### src/verilog/brsr_pkg.sv
// constants and types for the baseline reference and soft reset bank
package brsr_pkg;

  localparam int          ADDR_W            = 8;
  localparam int          DATA_W            = 8;
  localparam int          REF_W             = 16;

  localparam logic [7:0]  ADDR_STATUS       = 8'h20;
  localparam logic [7:0]  ADDR_REF_HIGH     = 8'h0d;
  localparam logic [7:0]  ADDR_REF_LOW      = 8'h0e;
  localparam logic [7:0]  ADDR_SCRATCH      = 8'h0f;
  localparam logic [7:0]  ADDR_COMMAND      = 8'h10;

  localparam logic [7:0]  RST_REF_HIGH      = 8'h01;
  localparam logic [7:0]  RST_REF_LOW       = 8'h90;
  localparam logic [7:0]  RST_SCRATCH       = 8'h00;
  localparam logic [7:0]  CMD_READ_VALUE    = 8'h00;

  localparam int          STS_COMM_ERR_BIT  = 0;
  localparam int          STS_FILTER_BIT    = 1;
  localparam int          STS_SUPPLY_BIT    = 2;

  localparam logic signed [15:0] REF_MIN_PPM = 16'sh015e;
  localparam logic signed [15:0] REF_MAX_PPM = 16'sh05dc;

  localparam logic [7:0]  CMD_SOFT_RESET    = 8'ha3;
  localparam logic [7:0]  CMD_AUTO_BASELINE_CORRECTION_CLEAR    = 8'hbc;
  localparam logic [7:0]  CMD_SUPPLY_OFF    = 8'hcd;
  localparam logic [7:0]  CMD_SAVE_CAL      = 8'hcf;
  localparam logic [7:0]  CMD_FILTER_OFF    = 8'hdf;
  localparam logic [7:0]  CMD_CORR_CLEAR    = 8'hfc;
  localparam logic [7:0]  CMD_FILTER_ON     = 8'hfe;

  typedef struct packed {
    logic [ADDR_W-1:0] addr;
    logic [DATA_W-1:0] wdata;
    logic              wr;
    logic              rd;
  } brsr_bus_req_t;

  typedef struct packed {
    logic soft_reset;
    logic auto_baseline_correction_clear;
    logic supply_off;
    logic save_cal;
    logic filter_off;
    logic corr_clear;
    logic filter_on;
    logic invalid;
  } brsr_cmd_t;

  typedef struct packed {
    logic [7:0]  ref_high;
    logic [7:0]  ref_low;
    logic [7:0]  scratch;
    logic        comm_err;
    logic        filter_en;
    logic        supply_comp_en;
    brsr_cmd_t   pulses;
    logic [7:0]  rdata;
  } brsr_state_t;

endpackage : brsr_pkg

### src/verilog/brsr_bank.sv
// baseline reference, scratch and command register bank
`timescale 1ns/1ps
module brsr_bank
  import brsr_pkg::*;
(
  input  wire logic              i_core_clk,       // core clock 100 MHz
  input  wire logic              i_reset_n,        // async reset, low
  input  wire logic [ADDR_W-1:0] i_addr,           // register address
  input  wire logic [DATA_W-1:0] i_wdata,          // write data
  input  wire logic              i_wr,             // write strobe
  input  wire logic              i_rd,             // read strobe
  output logic [DATA_W-1:0]      o_rdata,          // read data, next cycle
  output logic [REF_W-1:0]       o_auto_baseline_correction_ref,       // ref for baseline corr
  output logic [REF_W-1:0]       o_force_cal_ref,  // ref for forced cal
  output logic                   o_comm_err,       // sticky error flag
  output logic                   o_filter_en,      // reactive filter on
  output logic                   o_supply_comp_en, // supply comp on
  output logic                   o_soft_reset,     // soft reset pulse
  output logic                   o_auto_baseline_correction_clear,     // clear context pulse
  output logic                   o_save_cal,       // save offset pulse
  output logic                   o_corr_clear      // clear factor pulse
);

  brsr_bus_req_t           req;
  brsr_state_t             state_reg;
  brsr_state_t             state_next;
  brsr_cmd_t               cmd;
  logic                    ref_wr;
  logic                    cmd_wr;
  logic signed [REF_W-1:0] ref_cand;
  logic signed [REF_W-1:0] ref_lim;
  logic                    ref_oor;

  // one driver for the whole carrier keeps lint from splitting it
  assign req = '{addr: i_addr, wdata: i_wdata, wr: i_wr, rd: i_rd};

  assign ref_wr = req.wr &&
                  (req.addr == ADDR_REF_HIGH || req.addr == ADDR_REF_LOW);
  assign cmd_wr = req.wr && (req.addr == ADDR_COMMAND);

  // the written byte replaces its half, the other half keeps its value
  always_comb
  begin
    ref_cand = {state_reg.ref_high, state_reg.ref_low};
    if (req.addr == ADDR_REF_HIGH)
    begin
      ref_cand = {req.wdata, state_reg.ref_low};
    end
    else if (req.addr == ADDR_REF_LOW)
    begin
      ref_cand = {state_reg.ref_high, req.wdata};
    end
  end

  brsr_ref_clamp u_clamp (
    .i_value     (ref_cand),
    .o_value     (ref_lim),
    .o_out_range (ref_oor)
  );

  brsr_cmd_decode u_decode (
    .i_code  (req.wdata),
    .i_valid (cmd_wr),
    .o_cmd   (cmd)
  );

  always_comb
  begin
    state_next        = state_reg;
    state_next.pulses = cmd;
    state_next.rdata  = '0;

    if (ref_wr)
    begin
      // both bytes are rewritten so the pair always holds the clamped value
      state_next.ref_high = ref_lim[15:8];
      state_next.ref_low  = ref_lim[7:0];
    end

    if (req.wr && req.addr == ADDR_SCRATCH)
    begin
      state_next.scratch = req.wdata;
    end

    if (req.wr && req.addr == ADDR_STATUS &&
        req.wdata[STS_COMM_ERR_BIT])
    begin
      state_next.comm_err = 1'b0;
    end

    if (cmd.filter_off)
    begin
      state_next.filter_en = 1'b0;
    end
    if (cmd.filter_on)
    begin
      state_next.filter_en = 1'b1;
    end
    if (cmd.supply_off)
    begin
      state_next.supply_comp_en = 1'b0;
    end

    // soft reset restores bank defaults; error flag survives for software
    if (cmd.soft_reset)
    begin
      state_next.ref_high       = RST_REF_HIGH;
      state_next.ref_low        = RST_REF_LOW;
      state_next.scratch        = RST_SCRATCH;
      state_next.filter_en      = 1'b1;
      state_next.supply_comp_en = 1'b1;
    end

    // set after clear so a same-cycle event wins over the software clear
    if ((ref_wr && ref_oor) || cmd.invalid)
    begin
      state_next.comm_err = 1'b1;
    end

    if (req.rd)
    begin
      unique case (req.addr)
        ADDR_REF_HIGH: state_next.rdata = state_reg.ref_high;
        ADDR_REF_LOW:  state_next.rdata = state_reg.ref_low;
        ADDR_SCRATCH:  state_next.rdata = state_reg.scratch;
        ADDR_COMMAND:  state_next.rdata = CMD_READ_VALUE;
        ADDR_STATUS:
        begin
          state_next.rdata[STS_COMM_ERR_BIT] = state_reg.comm_err;
          state_next.rdata[STS_FILTER_BIT]   = state_reg.filter_en;
          state_next.rdata[STS_SUPPLY_BIT]   = state_reg.supply_comp_en;
        end
        default:       state_next.rdata = '0;
      endcase
    end
  end

  always_ff @(posedge i_core_clk or negedge i_reset_n)
  begin
    if (!i_reset_n)
    begin
      state_reg                <= '0;
      state_reg.ref_high       <= RST_REF_HIGH;
      state_reg.ref_low        <= RST_REF_LOW;
      state_reg.scratch        <= RST_SCRATCH;
      state_reg.filter_en      <= 1'b1;
      state_reg.supply_comp_en <= 1'b1;
    end
    else
    begin
      state_reg <= state_next;
    end
  end

  assign o_rdata          = state_reg.rdata;
  assign o_auto_baseline_correction_ref       = {state_reg.ref_high, state_reg.ref_low};
  assign o_force_cal_ref  = {state_reg.ref_high, state_reg.ref_low};
  assign o_comm_err       = state_reg.comm_err;
  assign o_filter_en      = state_reg.filter_en;
  assign o_supply_comp_en = state_reg.supply_comp_en;
  assign o_soft_reset     = state_reg.pulses.soft_reset;
  assign o_auto_baseline_correction_clear     = state_reg.pulses.auto_baseline_correction_clear;
  assign o_save_cal       = state_reg.pulses.save_cal;
  assign o_corr_clear     = state_reg.pulses.corr_clear;

endmodule : brsr_bank

### src/verilog/brsr_cmd_decode.sv
// decoder for command register codes
`timescale 1ns/1ps
module brsr_cmd_decode
  import brsr_pkg::*;
(
  input  wire logic [DATA_W-1:0] i_code,   // written command code
  input  wire logic              i_valid,  // a command write is taking place
  output brsr_cmd_t              o_cmd     // one-hot decoded command
);

  always_comb
  begin
    o_cmd = '0;
    if (i_valid)
    begin
      unique case (i_code)
        CMD_SOFT_RESET: o_cmd.soft_reset = 1'b1;
        CMD_AUTO_BASELINE_CORRECTION_CLEAR: o_cmd.auto_baseline_correction_clear = 1'b1;
        CMD_SUPPLY_OFF: o_cmd.supply_off = 1'b1;
        CMD_SAVE_CAL:   o_cmd.save_cal   = 1'b1;
        CMD_FILTER_OFF: o_cmd.filter_off = 1'b1;
        CMD_CORR_CLEAR: o_cmd.corr_clear = 1'b1;
        CMD_FILTER_ON:  o_cmd.filter_on  = 1'b1;
        default:        o_cmd.invalid    = 1'b1;
      endcase
    end
  end

endmodule : brsr_cmd_decode

### src/verilog/brsr_ref_clamp.sv
// range limiter for the signed baseline reference
`timescale 1ns/1ps
module brsr_ref_clamp
  import brsr_pkg::*;
(
  input  wire logic signed [REF_W-1:0] i_value,    // candidate reference
  output logic signed [REF_W-1:0]      o_value,    // limited reference
  output logic                         o_out_range // candidate was clamped
);

  always_comb
  begin
    o_value     = i_value;
    o_out_range = 1'b0;
    if (i_value < REF_MIN_PPM)
    begin
      o_value     = REF_MIN_PPM;
      o_out_range = 1'b1;
    end
    else if (i_value > REF_MAX_PPM)
    begin
      o_value     = REF_MAX_PPM;
      o_out_range = 1'b1;
    end
  end

endmodule : brsr_ref_clamp
### config.mk
export PLATFORM = sky130hd
export DESIGN_NAME = brsr_bank
export DESIGN_NICKNAME = d
export VERILOG_FILES = /design/src/verilog/brsr_pkg.sv /design/src/verilog/brsr_bank.sv /design/src/verilog/brsr_cmd_decode.sv /design/src/verilog/brsr_ref_clamp.sv
export SDC_FILE = /design/constraint.sdc
export NUM_CORES = 1
export LEC_CHECK = 0
export BUFFER_PORTS_ARGS = -buffer_cell sky130_fd_sc_hd__buf_2
export CAP_MARGIN = 20
export CORE_MARGIN = 2
export CORE_UTILIZATION = 40
export CTS_BUF_LIST = sky130_fd_sc_hd__clkbuf_4
export CTS_CLUSTER_DIAMETER = 30
export DETAILED_ROUTE_END_ITERATION = 16
export PLACE_DENSITY_LB_ADDON = 0.15
export SLEW_MARGIN = 20
export SYNTH_ARGS = -nofsm -noshare
export SYNTH_HDL_FRONTEND = slang
export SYNTH_SLANG_ARGS = --single-unit
### constraint.sdc
create_clock -name i_core_clk -period 4.99 [get_ports i_core_clk]
set_input_delay 0.998 -clock i_core_clk [delete_from_list [all_inputs] [get_ports i_core_clk]]
set_output_delay 0.998 -clock i_core_clk [all_outputs]
set_load 0.1 [all_outputs]
==> results.rst <==
.. list-table::
   :header-rows: 1

   * - Metric
     - Value
   * - Run status
     - complete, no violations
   * - Tightest slew margin relative to the limit
     - between 40 and 50%
   * - Worst Hold Margin
     - 532.9 ps
   * - Internal power component
     - 0.5321 mW
   * - Row count
     - 29
   * - # setup viols final
     - 0
   * - CTS clock-pin slew for the worst setup and hold paths
     - 110 ps
   * - RSZ-0062 raised after global routing
     - false
   * - Worst min-delay path startpoint
     - o_filter_en
   * - Most frequent cell after synthesis
     - sky130_fd_sc_hd__buf_4
   * - Worst-skew pair later-pin latency
     - 350 ps
   * - Transition at the pin with the smallest max-transition slack
     - 881.4 ps
   * - Overall die width
     - between 80 and 90 µm
   * - Number of DRC markers after the initial detailed-route iteration
     - between 150 and 200
   * - Worst path cell trace
     - buf_2, or4b_4, nor2_4, mux2_2, o311a_1, o211ai_1, a21boi_1, a41o_1
   * - Via count of the first global-routing pass
     - ~2000
   * - Maximum cell stage delay along the critical path
     - roughly 540 ps
   * - Number of warnings printed during yosys synthesis
     - 0
   * - Final nets
     - 314
   * - Seq pwr share
     - roughly two fifths
   * - Mean number of vias per cell
     - approximately 5.7
   * - Proportion of register bits with asynchronous set or reset after synthesis
     - 100.0%
   * - Antenna violations before repair
     - 0
   * - Post-Syn Instances
     - around 270
   * - Commonest cells in the synthesized netlist
     - sky130_fd_sc_hd__buf_4, sky130_fd_sc_hd__dfrtp_1, sky130_fd_sc_hd__nor2_1
   * - Slowest cell on crit path
     - sky130_fd_sc_hd__or4b_4
   * - Startpoint kind of the worst setup timing path
     - input pin
   * - Count of final max-slew check failures
     - 0
   * - Final core utilization
     - 43.69%
   * - First-pass DRT Iterations
     - 5
   * - Largest area contributor in the synthesized netlist
     - sky130_fd_sc_hd__dfrtp_1
   * - CTS tree
     - done
   * - Htree depth
     - 2
   * - Largest register FFs
     - 16
   * - Portion of synthesized cell area occupied by the leading cell type
     - between 30% and 40%
   * - Worst endpoint required time
     - 5240 ps
   * - Sum of routed wire length over all layers
     - between 6000 and 7000 µm
   * - Total of cells resized after clock tree synthesis
     - 0
   * - Flip-flop and latch count after synthesis
     - 39
   * - Hold WC Path Type
     - flop to flop
   * - Total DRC errors in the routed layout
     - 0
   * - Maximum resistive drop on vdd
     - 0.1366 mV
   * - Fillers
     - approximately 630
   * - Clock Skew
     - roughly 11 ps
   * - Synth unique cells
     - between 50 and 60
   * - Final period util
     - around two thirds
   * - Power density relative to cell area
     - 305.7 nW/µm²
   * - Critical path buffers and inverters
     - 1
   * - Share of total power in combinational logic
     - 26.3%
   * - Vias
     - approximately 2100
   * - Worst r2r src
     - o_auto_baseline_correction_ref[8]
   * - Number of enable flip-flop cells after synthesis
     - 0
   * - Synth Area per Inst
     - ~9.4 µm²
   * - Number of clock sinks
     - 39
   * - Final estimated routing congestion in global placement
     - roughly 0.9
   * - DPL Wire Length
     - around 5000 µm
   * - Height of the die
     - roughly 84 µm
   * - Cells taking the most area after synthesis
     - sky130_fd_sc_hd__dfrtp_1, sky130_fd_sc_hd__buf_4, sky130_fd_sc_hd__dfstp_2
   * - Final Critical Period
     - between 3000 and 4000 ps
   * - CTS Buffer Depth
     - 2
   * - Worst setup slack before clock tree synthesis
     - 1240 ps
   * - Minimum setup slack in the final design
     - 1586 ps
   * - Hold path cells
     - 2
   * - Post-synth net total
     - about 300
   * - Final global-route overflow total
     - 0
   * - Endpoint kind of the worst setup timing path
     - flop
   * - Number of setup buffers added after CTS
     - 0
   * - Clk network pwr share
     - roughly 32%
   * - Sink of the worst hold path
     - o_filter_en
   * - Initial standard-cell utilization of the core
     - between 40 and 50%
   * - Count of antenna diodes in the layout
     - 0
   * - Layout cell share with drive strength beyond 1
     - 34.92%
   * - Number of routed nets with antenna violations
     - 0
   * - Pin count of the biggest net entering global routing
     - 40
   * - Highest attainable clock frequency
     - slightly below 300 MHz
   * - Wire length of the first global-routing pass
     - roughly 11000 µm
   * - Clk Tree Root Cell
     - sky130_fd_sc_hd__clkbuf_4
   * - Number of port buffers
     - 66
   * - Post-synthesis sequential area ratio
     - approximately two fifths
   * - Cells on worst reg2reg path
     - 7
   * - Setup slack of the most critical reg-to-reg path
     - around 2600 ps
   * - Top cell family by delay on the critical path
     - compound AO/OA/AOI/OAI gates
   * - Area inside the core boundary
     - about 6300 µm²
   * - Dominant synthesized flop cell
     - sky130_fd_sc_hd__dfrtp_1
   * - Layout Area Growth over Synthesis
     - 7.084%
   * - Sw Ratio
     - ~37%
   * - Cell area after synthesis
     - around 2600 µm²
   * - Hold buffer count at cts
     - 0
   * - Switch Pwr
     - between 0.3 and 0.4 mW
   * - CTS Buf Count
     - 5
   * - Max cap viols
     - 0
   * - All-layer global routing usage
     - between 20% and 30%
   * - FF-to-FF End
     - o_auto_baseline_correction_ref[9]
   * - CP Class
     - input pin to flop
   * - Total I/O pin count
     - 67
   * - Number of hold violations in the final report
     - 0
   * - Top fanout value on the critical path
     - 16
   * - Fin Setup TNS
     - 0 ps
   * - Endpoint arrival time on the critical path
     - between 3000 and 4000 ps
   * - Routed wire per std cell
     - about 18 µm
   * - Area of the die
     - just over 7000 µm²
   * - Static leakage
     - roughly 1.3 nW
-- metal layers --
metal,GRT usage (%),vias up,wire length (µm)
met5,0,-,0
met4,5.718,0,93
met3,3.759,10,520
met2,29.58,111,3133
met1,30.06,1021,3132
li1,-,993,-
-- power by group through the flow --
stage          sequential [mW]  clock (mW)  combinational [mW]
5_1_grt                  0.351       0.294               0.230
3_3_place_gp             0.354           0               0.220
6_report                 0.349       0.269               0.220
2_1_floorplan            0.354           0               0.188
4_1_cts                  0.348       0.274               0.220
3_5_place_dp             0.354           0               0.220
-- metrics by stage --
| step | power, mW | instances | cell area, µm² |
|---|---|---|---|
| after detailed placement | 0.5737 | 364 | 2638 |
| after global placement | 0.5736 | 364 | 2638 |
| final | 0.8383 | 372 | 2743 |
| after CTS | 0.8428 | 372 | 2743 |
| after global routing | 0.8752 | 372 | 2743 |
| after floorplan | 0.5422 | 273 | 2561 |
-- worst register-to-register path, delay by kind of cell (launching register included) --
kind / cells / cell delay (ps)
AOI/OAI and AO/OA: 6 / 1590
DFF: 1 / 610
and+or+nand+nor: 1 / 90
-- final cells by class --
class,instances,area [µm²],area share (%)
Multi-Input combinational cell,178,1210,44.11
Sequential cell,39,982.2,35.81
Timing Repair Buffer,67,337.8,12.32
Clock buffer,6,45.04,1.642
Tap cell,77,96.34,3.513
Inverter,3,11.26,0.4106
Clock inverter,2,60.06,2.190
-- cell families after synthesis --
| family | after synthesis | synth area share (%) |
|---|---|---|
| AOI/OAI and AO/OA | 62 | 16.71 |
| muxes | 19 | 7.914 |
| and+or+nand+nor | 97 | 22.62 |
| DFF | 39 | 38.35 |
| buffers and inverters | 56 | 14.41 |
-- worst max path at each step --
stage                          from  slack (ps)                           endpoint  cells past startpoint
final                     i_addr[0]        1590  o_auto_baseline_correction_ref[9]                      8
after global routing      i_addr[0]        1420  o_auto_baseline_correction_ref[8]                      8
after CTS                 i_addr[0]        1620  o_auto_baseline_correction_ref[9]                      8
after detailed placement  i_addr[0]        1240  o_auto_baseline_correction_ref[9]                      8
after global placement    i_addr[0]        1320  o_auto_baseline_correction_ref[9]                      8
after floorplan           i_addr[1]        1820  o_auto_baseline_correction_ref[5]                      7
-- cell usage in the layout (no fill, tap or decap), types with 5 or more instances in the layout --
cell type                   n
sky130_fd_sc_hd__buf_2     66
sky130_fd_sc_hd__dfrtp_1   34
sky130_fd_sc_hd__nor2_1    24
sky130_fd_sc_hd__nand2_1   18
sky130_fd_sc_hd__a21oi_1   15
sky130_fd_sc_hd__mux2_2     9
sky130_fd_sc_hd__mux2i_1    9
sky130_fd_sc_hd__nand3_1    8
sky130_fd_sc_hd__and2_1     8
sky130_fd_sc_hd__a22oi_1    8
sky130_fd_sc_hd__a31oi_1    7
sky130_fd_sc_hd__nor4_1     6
sky130_fd_sc_hd__nor2b_1    6
sky130_fd_sc_hd__o21ai_0    6
sky130_fd_sc_hd__clkbuf_4   6
sky130_fd_sc_hd__dfstp_2    5
Power figures use the tool's default switching activity.
